$ cat src/common/smps_cfg.svh
// Constants of the supply supervisor and sampler.
// Operation
// (RULE1) Each loop pass samples, decides, adjusts outputs, then waits for the tick.
// (RULE2) Loop tick is an 8-bit counter after a 4:1 prescale of the 1 MHz rate.
// (RULE3) Reference period counter counts to 3F then wraps, no pre or post scaling.
// (RULE4) Six-bit period plus two-bit sub-count make an 8-bit period near 1950 Hz.
// (RULE5) Duty is held split: two low bits with mode control, six high bits apart.
// (RULE6) Reference PWM is a single output, auto shutdown and dead-band disabled.
// (RULE7) Converter results are right-justified ten bits in low and high bytes.
// (RULE8) Converter uses supply reference, starts on input-voltage channel, set clock rate.
// (RULE9) Initialisation launches the first input-voltage conversion before sampling.
// (RULE10) Each sampler pass stores the result, picks next channel, starts conversion.
// (RULE11) Sampler index advances on each pass through every monitored input.
// (RULE12) Writing the index or skip mask reorders sampling or skips inputs.
// (RULE13) Index selects result slot, next channel value and per-channel alarm limit.
// (RULE14) Voltage-select and shutdown pins are sampled on every sampler pass.
// (RULE15) Initialisation clears results and presets the sampler index.
// (RULE16) Analog pins have their digital input buffers switched off.
// (RULE17) Only second op amp and second comparator are enabled.
// (RULE18) Analog PWM drives phase A only, ended by comparator two, offset 0, 500 kHz.
// (RULE19) Phase offset is counted from the sync pulse of the phase generator.
// (RULE20) Decision logic has a shut-down state and an active output state.
// (RULE21) Voltage-select pins form a two-bit preset number, pin zero least significant.
// (RULE22) A low shutdown input disables the supply output.
// (RULE23) Output-ok is high only with correct output, low on faults or while ramping.
// (RULE24) Loop stalls until the tick wrap flag is set, then clears it.
`ifndef SMPS_CFG_SVH
`define SMPS_CFG_SVH

// ----------------------------------------------------------------
// Timing
// ----------------------------------------------------------------
`define CLK_HZ 100000000
`define INSTR_HZ 1000000
`define INSTR_CYC (`CLK_HZ / `INSTR_HZ)
`define TICK_PRESCALE 2'h3
`define TICK_TOP 8'hFF
`define REF_BASE_HZ 500000
`define REF_STEP_CYC (`CLK_HZ / `REF_BASE_HZ)
`define REF_PERIOD_TOP 6'h3F
`define REF_SUB_TOP 2'h3
`define PHASE_HZ 500000
`define PHASE_CYC (`CLK_HZ / `PHASE_HZ)
`define PHASE_OFFSET 8'h00
`define PHASE_MAX_ON (`PHASE_CYC / 2)

// ----------------------------------------------------------------
// Static analog configuration
// ----------------------------------------------------------------
`define ANALOG_PINS 8'h0F
`define OPAMP_EN 2'h2
`define COMP_EN 2'h2
`define ADC_CLOCK_SEL 3'h5
`define ADC_REF_SUPPLY 1'h0

// ----------------------------------------------------------------
// Channels
// ----------------------------------------------------------------
`define CH_TEMP 2'h0
`define CH_VOUT 2'h1
`define CH_CURRENT 2'h2
`define CH_VIN 2'h3

// ----------------------------------------------------------------
// Register map
// ----------------------------------------------------------------
`define REG_CTRL 8'h00
`define REG_STATUS 8'h04
`define REG_INDEX 8'h08
`define REG_LOCKOUT 8'h0C
`define REG_PRESET 4'h1
`define REG_RESULT 4'h2
`define REG_LIMIT 4'h3
`define LOCKOUT_RST 10'h000
`define LIMIT_RST 10'h3FF
`define PRESET_RST 8'h00

`endif

$ cat src/common/smps_pkg.sv
// Types of the supply supervisor and sampler.
package smps_pkg;

  typedef enum logic [2:0] {
    L_INIT,
    L_SAMPLE,
    L_DECIDE,
    L_OUTPUT,
    L_WAIT
  } loop_t;

  typedef enum logic [1:0] {
    D_IDLE_OFF_STATE,
    D_RAMP,
    D_ACTIVE
  } dec_t;

  typedef struct packed {
    logic [7:0] address;
    logic read;
    logic write;
    logic [31:0] writedata;
  } avs_req_t;

  typedef struct packed {
    logic [7:0] result_low_byte;
    logic [1:0] result_high_byte;
    logic done;
  } adc_in_t;

  typedef struct packed {
    logic [1:0] channel;
    logic start;
    logic [2:0] clock_sel;
    logic ref_sel;
  } adc_out_t;

  typedef struct packed {
    loop_t loop;
    dec_t dec;
    logic [1:0] idx;
    logic start;
    logic conv_done;
    logic [3:0][9:0] result;
    logic [3:0][9:0] limit;
    logic [3:0] alarm;
    logic [3:0][7:0] preset;
    logic [9:0] lockout;
    logic [3:0] skip;
    logic [1:0] output_voltage_select;
    logic sd_n;
    logic [5:0] duty_high_bits;
    logic [1:0] pwm_mode_low;
    logic drive;
    logic ok;
    logic [6:0] instr_cnt;
    logic [1:0] pre_cnt;
    logic [7:0] tmr;
    logic tick_flag;
    logic [7:0] ref_div;
    logic [1:0] ref_sub;
    logic [5:0] ref_per;
    logic ref_out;
    logic [7:0] ph_cnt;
    logic ph_out;
    logic sync;
    logic ack;
    logic [31:0] rdata;
  } state_t;

endpackage : smps_pkg

$ cat src/verilog/smps_supervisor_sampler.sv
// Supply supervisor: loop sequencer, input sampler and PWM generators.
//
// The register offsets and register access over Avalon-MM were decided locally.
`timescale 1ns/1ps
`include "smps_cfg.svh"

module smps_supervisor_sampler #(
  parameter int INSTR_CYCLES = `INSTR_CYC
) (
  input wire logic i_clock,
  input wire logic i_arst_n,
  input wire smps_pkg::avs_req_t i_avs,
  output logic [31:0] o_avs_readdata,
  output logic o_avs_waitrequest,
  input wire smps_pkg::adc_in_t i_adc,
  output smps_pkg::adc_out_t o_adc,
  input wire logic [1:0] i_output_voltage_select,
  input wire logic i_idle_off_state_n,
  input wire logic i_comp2_trip,
  output logic o_ref_pwm,
  output logic o_phase_a_output,
  output logic o_sync,
  output logic o_drive_enable,
  output logic o_output_ok_flag,
  output logic [7:0] o_analog_pin_select,
  output logic [1:0] o_opamp_enable,
  output logic [1:0] o_comp_enable
);
  import smps_pkg::*;

  state_t s_reg;
  state_t s_next;

  // ----------------------------------------------------------------
  // Helpers
  // ----------------------------------------------------------------
  // Next channel after cur that the skip mask does not exclude.
  function automatic logic [1:0] next_index(input logic [1:0] cur,
                                            input logic [3:0] skip);
    logic [1:0] n;
    logic found;
    n = cur;
    found = 1'b0;
    for (int k = 1; k <= 4; k++)
    begin
      if (!found && !skip[2'(cur + 2'(k))])
      begin
        n = 2'(cur + 2'(k));
        found = 1'b1;
      end
    end
    return n;
  endfunction : next_index

  function automatic logic [7:0] duty_of(input state_t s);
    return {s.duty_high_bits, s.pwm_mode_low};
  endfunction : duty_of

  logic [7:0] duty;
  logic [7:0] target;
  logic [7:0] ref_count;
  logic vin_ok;
  logic [9:0] sample;
  logic bus_req;
  logic bus_go;
  logic [3:0] hi_nib;
  logic [1:0] slot;

  always_comb
  begin
    duty = duty_of(s_reg);
    target = s_reg.preset[s_reg.output_voltage_select]; // [RULE21]
    ref_count = {s_reg.ref_per, s_reg.ref_sub}; // [RULE4]
    vin_ok = s_reg.result[`CH_VIN] > s_reg.lockout;
    sample = {i_adc.result_high_byte, i_adc.result_low_byte}; // [RULE7]
    bus_req = i_avs.read | i_avs.write;
    bus_go = bus_req & s_reg.ack;
    hi_nib = i_avs.address[7:4];
    slot = i_avs.address[3:2];
  end

  // ----------------------------------------------------------------
  // Next state
  // ----------------------------------------------------------------
  always_comb
  begin
    s_next = s_reg;
    s_next.start = 1'b0;
    s_next.sync = 1'b0;

    // Converter completion is held until the next start; a done in the
    // start cycle itself still wins.
    if (s_reg.start)
      s_next.conv_done = 1'b0;
    if (i_adc.done)
      s_next.conv_done = 1'b1;

    // Loop tick: instruction rate, 4:1 prescale, 8-bit wrap.
    if (s_reg.instr_cnt == 7'(INSTR_CYCLES - 1)) // [RULE2]
    begin
      s_next.instr_cnt = 7'h00;
      if (s_reg.pre_cnt == `TICK_PRESCALE)
      begin
        s_next.pre_cnt = 2'h0;
        s_next.tmr = 8'(s_reg.tmr + 8'h01);
        if (s_reg.tmr == `TICK_TOP)
          s_next.tick_flag = 1'b1;
      end
      else
        s_next.pre_cnt = 2'(s_reg.pre_cnt + 2'h1);
    end
    else
      s_next.instr_cnt = 7'(s_reg.instr_cnt + 7'h01);

    // Reference PWM time base: single output, no scaling, no shutdown
    // or dead-band logic in the path.
    if (s_reg.ref_div == 8'(`REF_STEP_CYC - 1)) // [RULE6]
    begin
      s_next.ref_div = 8'h00;
      s_next.ref_sub = 2'(s_reg.ref_sub + 2'h1);
      if (s_reg.ref_sub == `REF_SUB_TOP)
      begin
        if (s_reg.ref_per == `REF_PERIOD_TOP) // [RULE3]
          s_next.ref_per = 6'h00;
        else
          s_next.ref_per = 6'(s_reg.ref_per + 6'h01);
      end
    end
    else
      s_next.ref_div = 8'(s_reg.ref_div + 8'h01);
    s_next.ref_out = ref_count < duty; // [RULE4]

    // Analog phase A: starts at the offset after sync, ends on comparator
    // two or at the maximum on-time.
    if (s_reg.ph_cnt == 8'(`PHASE_CYC - 1)) // [RULE18]
    begin
      s_next.ph_cnt = 8'h00;
      s_next.sync = 1'b1;
    end
    else
      s_next.ph_cnt = 8'(s_reg.ph_cnt + 8'h01);
    if (!s_reg.drive || i_comp2_trip ||
        s_reg.ph_cnt >= 8'(`PHASE_OFFSET + `PHASE_MAX_ON))
      s_next.ph_out = 1'b0; // [RULE18]
    else if (s_reg.ph_cnt == `PHASE_OFFSET) // [RULE19]
      s_next.ph_out = 1'b1;

    // Main loop.
    case (s_reg.loop)
      L_INIT:
      begin
        s_next.result = '0; // [RULE15]
        s_next.idx = `CH_VIN; // [RULE15] [RULE8]
        s_next.start = 1'b1; // [RULE9]
        s_next.loop = L_SAMPLE;
      end
      L_SAMPLE:
      begin
        if (s_reg.conv_done && !s_reg.start)
        begin
          s_next.result[s_reg.idx] = sample; // [RULE10] [RULE13]
          s_next.alarm[s_reg.idx] = sample > s_reg.limit[s_reg.idx]; // [RULE13]
          s_next.output_voltage_select = i_output_voltage_select; // [RULE14]
          s_next.sd_n = i_idle_off_state_n; // [RULE14]
          s_next.idx = next_index(s_reg.idx, s_reg.skip); // [RULE11]
          s_next.start = 1'b1; // [RULE10]
          s_next.loop = L_DECIDE; // [RULE1]
        end
      end
      L_DECIDE:
      begin
        case (s_reg.dec)
          D_IDLE_OFF_STATE:
          begin
            if (s_reg.sd_n && vin_ok)
              s_next.dec = D_RAMP;
          end
          D_RAMP:
          begin
            if (duty == target)
              s_next.dec = D_ACTIVE;
          end
          D_ACTIVE:
          begin
            if (duty != target)
              s_next.dec = D_RAMP;
          end
          default:
            s_next.dec = D_IDLE_OFF_STATE;
        endcase
        if (!s_reg.sd_n || !vin_ok) // [RULE22]
          s_next.dec = D_IDLE_OFF_STATE;
        s_next.loop = L_OUTPUT; // [RULE1]
      end
      L_OUTPUT:
      begin
        s_next.drive = s_reg.dec != D_IDLE_OFF_STATE; // [RULE20] [RULE22]
        s_next.ok = s_reg.dec == D_ACTIVE; // [RULE23]
        if (s_reg.dec == D_IDLE_OFF_STATE)
          {s_next.duty_high_bits, s_next.pwm_mode_low} = 8'h00;
        else if (s_reg.dec == D_RAMP && duty < target)
          {s_next.duty_high_bits, s_next.pwm_mode_low} =
            8'(duty + 8'h01); // [RULE5]
        else if (s_reg.dec == D_RAMP && duty > target)
          {s_next.duty_high_bits, s_next.pwm_mode_low} =
            8'(duty - 8'h01); // [RULE5]
        s_next.loop = L_WAIT; // [RULE1]
      end
      L_WAIT:
      begin
        if (s_reg.tick_flag) // [RULE24]
        begin
          s_next.tick_flag = 1'b0; // [RULE24]
          s_next.loop = L_SAMPLE;
        end
      end
      default:
        s_next.loop = L_INIT;
    endcase

    // A wrap in the clearing cycle is kept.
    if (s_reg.instr_cnt == 7'(INSTR_CYCLES - 1) &&
        s_reg.pre_cnt == `TICK_PRESCALE && s_reg.tmr == `TICK_TOP)
      s_next.tick_flag = 1'b1;

    // Register bus: one wait cycle, then the access completes.
    s_next.ack = bus_req & ~s_reg.ack;
    if (bus_req && !s_reg.ack)
    begin
      s_next.rdata = 32'h0000_0000;
      case (hi_nib)
        4'h0:
        begin
          case (i_avs.address)
            `REG_CTRL:
              s_next.rdata = {28'h000_0000, s_reg.skip};
            `REG_STATUS:
              s_next.rdata = {11'h000, s_reg.alarm, duty, 1'b0,
                              s_reg.ok, s_reg.sd_n, s_reg.output_voltage_select,
                              s_reg.idx, s_reg.dec};
            `REG_INDEX:
              s_next.rdata = {30'h0000_0000, s_reg.idx};
            `REG_LOCKOUT:
              s_next.rdata = {22'h00_0000, s_reg.lockout};
            default:
              s_next.rdata = 32'h0000_0000;
          endcase
        end
        `REG_PRESET:
          s_next.rdata = {24'h00_0000, s_reg.preset[slot]};
        `REG_RESULT:
          s_next.rdata = {22'h00_0000, s_reg.result[slot]};
        `REG_LIMIT:
          s_next.rdata = {22'h00_0000, s_reg.limit[slot]};
        default:
          s_next.rdata = 32'h0000_0000;
      endcase
    end
    if (bus_go && i_avs.write)
    begin
      case (hi_nib)
        4'h0:
        begin
          case (i_avs.address)
            `REG_CTRL:
              s_next.skip = i_avs.writedata[3:0]; // [RULE12]
            `REG_INDEX:
              s_next.idx = i_avs.writedata[1:0]; // [RULE12]
            `REG_LOCKOUT:
              s_next.lockout = i_avs.writedata[9:0];
            default:
              s_next.lockout = s_reg.lockout;
          endcase
        end
        `REG_PRESET:
          s_next.preset[slot] = i_avs.writedata[7:0];
        `REG_LIMIT:
          s_next.limit[slot] = i_avs.writedata[9:0];
        default:
          s_next.lockout = s_reg.lockout;
      endcase
    end
  end

  // ----------------------------------------------------------------
  // State register
  // ----------------------------------------------------------------
  always_ff @(posedge i_clock or negedge i_arst_n)
  begin
    if (!i_arst_n)
    begin
      s_reg <= '0;
      s_reg.loop <= L_INIT;
      s_reg.dec <= D_IDLE_OFF_STATE; // [RULE20]
      s_reg.idx <= `CH_VIN;
      s_reg.lockout <= `LOCKOUT_RST;
      s_reg.limit <= {4{`LIMIT_RST}};
      s_reg.preset <= {4{`PRESET_RST}};
    end
    else
      s_reg <= s_next;
  end

  // ----------------------------------------------------------------
  // Outputs
  // ----------------------------------------------------------------
  assign o_avs_waitrequest = bus_req & ~s_reg.ack;
  assign o_avs_readdata = s_reg.rdata;
  assign o_adc.channel = s_reg.idx; // [RULE13]
  assign o_adc.start = s_reg.start;
  assign o_adc.clock_sel = `ADC_CLOCK_SEL; // [RULE8]
  assign o_adc.ref_sel = `ADC_REF_SUPPLY; // [RULE8]
  assign o_ref_pwm = s_reg.ref_out;
  assign o_phase_a_output = s_reg.ph_out;
  assign o_sync = s_reg.sync;
  assign o_drive_enable = s_reg.drive;
  assign o_output_ok_flag = s_reg.ok;
  assign o_analog_pin_select = `ANALOG_PINS; // [RULE16]
  assign o_opamp_enable = `OPAMP_EN; // [RULE17]
  assign o_comp_enable = `COMP_EN; // [RULE17]

endmodule : smps_supervisor_sampler

$ cat config.mk
export PLATFORM = sky130hd
export DESIGN_NAME = smps_supervisor_sampler
export DESIGN_NICKNAME = d
export VERILOG_FILES = /design/src/common/smps_pkg.sv /design/src/verilog/smps_supervisor_sampler.sv
export VERILOG_INCLUDE_DIRS = /design/src /design/src/common
export SDC_FILE = /design/constraint.sdc
export NUM_CORES = 1
export LEC_CHECK = 0
export BUFFER_PORTS_ARGS = -buffer_cell sky130_fd_sc_hd__buf_2
export CORE_MARGIN = 10
export CORE_UTILIZATION = 60
export CTS_CLUSTER_SIZE = 10
export DETAILED_ROUTE_END_ITERATION = 7
export GPL_TIMING_DRIVEN = 0
export PLACE_DENSITY = 0.84
export SYNTH_ARGS = -nofsm -noshare
export SYNTH_HDL_FRONTEND = slang
export SYNTH_SLANG_ARGS = --single-unit
$ cat constraint.sdc
create_clock -name i_clock -period 5.05 [get_ports i_clock]
set_input_delay 0.505 -clock i_clock [delete_from_list [all_inputs] [get_ports i_clock]]
set_output_delay 0.505 -clock i_clock [all_outputs]
set_load 0.02 [all_outputs]
==> summary.md, run 1 <==
| Metric | Value |
|---|---|
| Min Hold Slack | -0.00287 ns |
| Final setup viols | 0 |
| Worst r2r src | s_reg[89]$_DFFE_PN0P_ |
| RSZ-0062 raised after global routing | no |
| Layout cells sized above 1 | 29.3% |
| Final WS setup | approximately 0.47 ns |
| GR peak layer | met2 |
| Total GRT Usage | between 20% and 30% |
| Antenna violations before repair | 1 |
| Ant diodes | 0 |
| Slew Viols, Final | 0 |
| Yosys reg bits | ~220 |
| Final Util | around two thirds |
| DRT iter0 DRCs | approximately 1000 |
| Max_slew headroom | 42.4% |
| Status | finished with violations |
| Tot Pwr | ~5.4 mW |
| Worst EP arrival | between 4 and 5 ns |
| Mean Syn Cell Area | about 11 um2 |
| CTS H-tree depth | 1 |
| Worst min-delay path category | in2async |
| Die X | ~160 um |
| CTS tree | yes |
| Final Hold Fails | 7 |
| Mapped Area | ~12000 um2 |
| Final WL | between 30 and 40 mm |
| Mapped Cells | roughly 1100 |
| Register area share after synthesis | a little under half |
| RR Endpoint | duty[6]$_DFFE_PN0P_ |
| # resized after CTS | 0 |
| CTS Root Cell | clkbuf_16 |
| Row cnt | 52 |
| Setup crit start kind | flop |
| Max Freq | ~0.22 GHz |
| Reg2Reg Depth | 16 |
| Grt ovf | 0 |
| Most used DFF post-synth | dfrtp_1 |
| Worst R2R Setup Slack | about 0.47 ns |
| Layout Nets | between 1000 and 1500 |
| Failing checks | hold timing |
| Met1 Usage GRT | between 30 and 40% |
| Worst Path Required | 5.45 ns |
| Routed vias | roughly 9100 |
| Cts hold-fix bufs | 0 |
| Synthesis Warnings | 0 |
| CTS buffer count | 26 |
| Leak Pwr | approximately 6.5 nW |
| Vias in the first global route | between 9000 and 10000 |
| M2 GR Usage | around 36% |
| Io pins | around 120 |
| Max cap viols | 0 |
| Clk Latency, worst-skew pair | around 0.54 ns |
| First-pass GRT wire length | just under 50 mm |
| Worst Tran Pin Value | roughly 0.86 ns |
| Max FO, Critical Path | 10 |
| Hpwl dp | roughly 22 mm |
| Gpl congestion | roughly 0.93 |
| Clock Skews | about 0.033 ns |
| Crit share post-route | 90.8% |
| Core ar. | just over 20000 um2 |
| Via density | about 6 |
| IO buf count | 62 |
| CTS Buffer Depth | 3 |
| Largest net degree at the start of global routing | approximately 130 |
| Met3 usage | 4.75% |
| DR WL/cell | approximately 21 um |
| Max FFs per register | between 150 and 200 |
| CP Capture Type | flop |
| Die Area | between 20000 and 30000 um2 |
| Buffer count from post-CTS setup fixing | 0 |
| Initial cell density of the core | between 60% and 70% |
| Worst slack at placement | roughly 0.47 ns |
| CTS clk-pin slew, worst paths | 0.05 ns |
| Setup CP Type | reg2reg |
| # DRC | 0 |
| Post-synth EDFFs | 0 |
| TNS Setup | 0 ns |
| Cell Pwr Density | approximately 390 nW/um2 |
| Worst VDD drop | around 0.24 mV |
| Fillers | approximately 1400 |
| Synth-to-layout area growth | 12.4% |
| Die Y | 162 um |
| Synth cell types | 73 |
| FFs w/ async S/R, synth | 100% |
| Antenna Nets Post-Route | 0 |
| Drt pass-1 iters | 5 |
| TritonCTS sink count | roughly 220 |
| Final Critical Period | around 4.6 ns |
==> cell usage in the layout (no fill, tap or decap), types with 3 or more instances in the layout <==
master,Yosys,routed
a21o_1,6,6
a21oi_1,27,27
a221oi_1,7,7
a22o_1,17,17
a31oi_1,4,4
and3_1,7,7
buf_2,14,75
buf_4,56,56
buf_6,5,5
clkbuf_1,28,37
clkbuf_16,0,27
conb_1,2,27
dfrtp_1,177,177
dfstp_2,42,42
ha_1,53,53
inv_1,50,50
mux2_1,24,24
mux2_2,77,77
mux2i_1,10,10
mux4_2,50,50
nand2_1,121,121
nand2b_1,10,10
nand3_1,57,57
nand3b_1,4,4
nand4_1,12,12
nor2_1,44,44
nor2b_1,11,11
nor3_1,10,10
nor4_1,3,3
o211ai_1,3,3
o21a_1,7,7
o21ai_0,26,26
o21ai_1,25,25
o31ai_1,4,4
or3_1,5,5
xnor2_1,13,13
xor2_1,11,11
==> layer usage <==
layer	routed length, um	up-vias
met5	18	-
met4	1120	2
met3	3160	106
met2	14100	502
met1	12000	4429
li1	-	4016
==> synthesized netlist by cell type, drive strengths merged (17+ instances only) <==
cell	instances	area, um2
dfstp	42	1100
inv	52	195
a21oi	28	144
buf	77	554
a22o	17	149
mux2	101	1140
dfrtp	177	4430
o21ai	51	255
nor2	45	171
nand3	57	285
nand2	121	454
ha	53	663
mux4	50	1130
clkbuf	28	105
==> cell families after synthesis <==
kind of cell | share of synthesized area (%)
multiplexers | 19.4
XOR/XNOR | 1.73
buffers and inverters | 7.03
adder cells (fa/ha/maj) | 5.62
other | 0.0617
AND/OR/NAND/NOR | 12.4
AO/OA/AOI/OAI | 8.26
flip-flops | 45.5
==> how the worst max path moves through the flow <==
stage	start	endpoint	slack, ns	cells past startpoint
after floorplan	s_reg[89]$_DFFE_PN0P_	duty[6]$_DFFE_PN0P_	1.10	16
final	s_reg[89]$_DFFE_PN0P_	duty[6]$_DFFE_PN0P_	0.47	16
after global placement	i_arst_n	s_reg[203]$_DFFE_PN0P_	-0.18	1
after global routing	s_reg[89]$_DFFE_PN0P_	duty[7]$_DFFE_PN0P_	0.21	16
after detailed placement	s_reg[89]$_DFFE_PN0P_	duty[6]$_DFFE_PN0P_	0.47	16
after CTS	s_reg[89]$_DFFE_PN0P_	duty[6]$_DFFE_PN0P_	0.44	16
==> stage by stage <==
step	std cells	cell area [um2]
after floorplan	1100	12300
after global placement	1432	12900
after detailed placement	1433	12900
after CTS	1471	13700
after global routing	1471	13700
final	1471	13700
==> worst max-delay path, stage by stage (launching register included) <==
cell	delay (ns)
dfrtp_1	0.32
clkbuf_1	0.64
mux4_2	0.63
inv_1	0.08
ha_1	0.23
nor2b_1	0.13
o211ai_1	0.21
a21oi_1	0.14
nor3_1	0.34
inv_1	0.20
ha_1	0.36
nor2b_1	0.16
o21ai_1	0.16
a21boi_0	0.13
o21a_1	0.19
or3_1	0.30
a41o_1	0.23
==> layout make-up <==
type	count	area (um2)	area share, %
inverters	52	195	1.43
well taps	270	338	2.47
repair buffers	63	348	2.54
flip-flops and latches	219	5530	40.5
clock buffers	37	723	5.29
clock inverters	1	8.76	0.0640
multi-input cells	724	5870	42.9
plain buffers	105	659	4.82
==> power by group <==
part | internal (mW) | switching (mW) | total, mW
Combinational | 0.627 | 0.938 | 1.56
Clock | 0.977 | 0.688 | 1.66
Sequential | 1.99 | 0.156 | 2.14
Total | 3.59 | 1.78 | 5.37
Note: power is estimated with default switching activity, not from simulation.
==> run 2: changes to the inputs <==
--- a/config.mk
+++ b/config.mk
@@ -7,12 +7,15 @@
 export NUM_CORES = 1
 export LEC_CHECK = 0
 export BUFFER_PORTS_ARGS = -buffer_cell sky130_fd_sc_hd__buf_2
+export CELL_PAD_IN_SITES_DETAIL_PLACEMENT = 1
+export CELL_PAD_IN_SITES_GLOBAL_PLACEMENT = 1
 export CORE_MARGIN = 10
-export CORE_UTILIZATION = 60
+export CORE_UTILIZATION = 48
 export CTS_CLUSTER_SIZE = 10
 export DETAILED_ROUTE_END_ITERATION = 7
 export GPL_TIMING_DRIVEN = 0
-export PLACE_DENSITY = 0.84
+export PLACE_DENSITY = 0.83
+export SKIP_LAST_GASP = 1
 export SYNTH_ARGS = -nofsm -noshare
 export SYNTH_HDL_FRONTEND = slang
 export SYNTH_SLANG_ARGS = --single-unit
==> run 2 against run 1 <==
Effect of this change: the run still ends with hold timing left; sequential share of layout area is 0.32 points lower; power grew 2.0%; worst hold slack better by 0.0014 ns; highest routed layer unchanged; register-to-register slack worse by 0.04 ns; die area up 22%; critical path depth stayed put; via count shrank 0.17%; first-iteration DRC count fell by 20%; setup slack got worse by 0.037 ns; core utilization shrank 13 points; clock skew decreased by 0.015 ns; critical endpoint is now duty[7]$_DFFE_PN0P_.
==> summary.md, run 2 (synthesis gave the netlist of run 1 again) <==
| Metric | Value |
|---|---|
| Cts hold-fix bufs | 0 (unchanged) |
| Storage cell area | 5530 um2 (unchanged) |
| Fillers | 2714 (was 1412) |
| Worst EP arrival | 5.01 ns (was 4.98 ns) |
| CP Capture Type | flop (unchanged) |
| Buf/Inv on CP | 3 (unchanged) |
| Hpwl dp | 24.8 mm (was 21.6 mm) |
| Antenna violations before repair | 1 (unchanged) |
| CTS buffer count | 26 (unchanged) |
| DR WL/cell | 23.0 um (was 20.7 um) |
| TritonCTS sink count | 219 (unchanged) |
| Final WL | 35.4 mm (was 30.5 mm) |
| TNS Setup | 0 ns (unchanged) |
| Max FO, Critical Path | 10 (unchanged) |
| CTS Buffer Depth | 3 (unchanged) |
| Max Freq | 0.216 GHz (was 0.218 GHz) |
| Max_slew headroom | 39.9% (was 42.4%) |
| Min Hold Slack | -0.00143 ns (was -0.00287 ns) |
| Grt ovf | 0 (unchanged) |
| Worst Tran Pin Value | 0.902 ns (was 0.864 ns) |
| Leak Pwr | 6.46 nW (was 6.45 nW) |
| Max cap viols | 0 (unchanged) |
| Final Critical Period | 4.62 ns (was 4.58 ns) |
| Synth-to-layout area growth | 13.3% (was 12.4%) |
| Final Util | 55.1% (was 68.0%) |
| CTS H-tree depth | 1 (unchanged) |
| Final setup viols | 0 (unchanged) |
| Most frequent cells in the layout | dfrtp_1 (177), nand2_1 (121), mux2_2 (77), buf_2 (75), nand3_1 (57) (unchanged) |
| # DRC | 0 (unchanged) |
| Cell family with most CP delay | compound AO/OA/AOI/OAI gates (unchanged) |
| Row cnt | 58 (was 52) |
| Buffer count from post-CTS setup fixing | 0 (unchanged) |
| Failing checks | hold timing (unchanged) |
| Worst Path Required | 5.44 ns (was 5.45 ns) |
| Total GRT Usage | 22.3% (was 22.9%) |
| Slowest Stage Delay on Critical Path | 0.63 ns (was 0.64 ns) |
| Multi-input gate area | 5870 um2 (unchanged) |
| Initial cell density of the core | 48.6% (was 60.5%) |
| Antenna Nets Post-Route | 0 (unchanged) |
| Final non-filler cell total | 1541 (was 1471) |
| Via density | 5.87 (was 6.16) |
| CTS Root Cell | clkbuf_16 (unchanged) |
| Most common cell after layout, fill and taps aside | dfrtp_1 (unchanged) |
| Final WS setup | 0.429 ns (was 0.466 ns) |
| Routed vias | 9040 (was 9055) |
| CP Depth | 16 (unchanged) |
| Die Area | 32100 um2 (was 26400 um2) |
| Reg2Reg Depth | 16 (unchanged) |
| Die Y | 179 um (was 162 um) |
| Layout Nets | 1304 (unchanged) |
| DRT iter0 DRCs | 803 (was 999) |
| Status | finished with violations (unchanged) |
| Die X | 179 um (was 162 um) |
| Layout cells sized above 1 | 29.1% (was 29.3%) |
| Clock Skews | 0.0185 ns (was 0.0334 ns) |
| Drt pass-1 iters | 5 (unchanged) |
| Slowest-stage cell, CP | clkbuf_1 (unchanged) |
| Slew Viols, Final | 0 (unchanged) |
| RSZ-0062 raised after global routing | no (unchanged) |
| Cell Pwr Density | 398 nW/um2 (was 393 nW/um2) |
| Largest net degree at the start of global routing | 124 (was 128) |
| Final Hold Fails | 4 (was 7) |
| # resized after CTS | 0 (unchanged) |
| Ant diodes | 0 (unchanged) |
| Vias in the first global route | 9855 (was 9181) |
| Setup crit start kind | flop (unchanged) |
| Core ar. | 25000 um2 (was 20100 um2) |
| Crit share post-route | 91.5% (was 90.8%) |
| Gpl congestion | 0.835 (was 0.928) |
| Setup CP Type | reg2reg (unchanged) |
| CP Cell Sequence | clkbuf_1 -> mux4_2 -> inv_1 -> ha_1 -> nor2b_1 -> o211ai_1 -> a21oi_1 -> nor3_1 -> inv_1 -> ha_1 -> a21oi_1 -> o211ai_1 -> o41ai_1 -> nor4_1 -> o2111ai_1 -> o311ai_1 (was clkbuf_1 -> mux4_2 -> inv_1 -> ha_1 -> nor2b_1 -> o211ai_1 -> a21oi_1 -> nor3_1 -> inv_1 -> ha_1 -> nor2b_1 -> o21ai_1 -> a21boi_0 -> o21a_1 -> or3_1 -> a41o_1) |
| IO buf count | 62 (unchanged) |
| Clk Latency, worst-skew pair | 0.53 ns (was 0.54 ns) |
| Worst slack at placement | 0.419 ns (was 0.471 ns) |
| Worst min-delay path category | in2async (unchanged) |
| CTS clk-pin slew, worst paths | 0.06 ns (was 0.05 ns) |
| Io pins | 116 (unchanged) |
| Number of placed instances, taps included | 1493 (was 1433) |
| Worst VDD drop | 0.237 mV (was 0.240 mV) |
| CTS tree | yes (unchanged) |
| Max FFs per register | 174 (unchanged) |
| First-pass GRT wire length | 56.5 mm (was 49.0 mm) |
[run 2: final timing paths]
| kind | slack, ns | endpoint | from |
|---|---|---|---|
| min in group i_clock | 0.14 | o_phase_a_output$_DFFE_PN0P_ | i_comp2_trip |
| max in group asynchronous | 3.89 | s_reg[119]$_DFFE_PN0P_ | i_arst_n |
| worst max-delay path | 0.43 | duty[7]$_DFFE_PN0P_ | s_reg[89]$_DFFE_PN0P_ |
| worst max register to register | 0.43 | duty[7]$_DFFE_PN0P_ | s_reg[89]$_DFFE_PN0P_ |
| worst min-delay path | -0.001 | ref_count[6]$_DFFE_PN0P_ | i_arst_n |
| worst min register to register | 0.46 | s_reg[52]$_DFF_PN0_ | s_reg[52]$_DFF_PN0_ |
[run 2: power by group]
group | leakage [nW] | switching, mW | total [mW] | internal (mW)
Clock | 0.366 | 0.724 | 1.73 | 1.01
Sequential | 2.76 | 0.174 | 2.16 | 1.99
Combinational | 3.34 | 0.960 | 1.59 | 0.629
Total | 6.46 | 1.86 | 5.48 | 3.62
[run 2: area by class of cell]
type / instances / area share, %
flip-flops and latches: 219 / 40.1
well taps: 330 / 3.00
repair buffers: 63 / 2.52
clock buffers: 47 / 5.52
clock inverters: 1 / 0.0363
multi-input cells: 724 / 42.6
plain buffers: 105 / 4.78
inverters: 52 / 1.42
[run 2: metal layers]
metal | part of all wire [%] | GRT usage (%) | vias up
met3 | 6.7 | 4.70 | 71
met4 | 2.6 | 6.53 | 2
met2 | 51 | 38.8 | 300
met1 | 40 | 27.4 | 4653
met5 | 0.037 | 0 | -
li1 | - | - | 4014
[run 2: stage by stage]
stage,total power [mW],area (um2)
6_report,5.48,13800
5_1_grt,5.77,13800
4_1_cts,5.50,13800
3_5_place_dp,3.74,13000
3_3_place_gp,3.64,13000
2_1_floorplan,3.22,12300
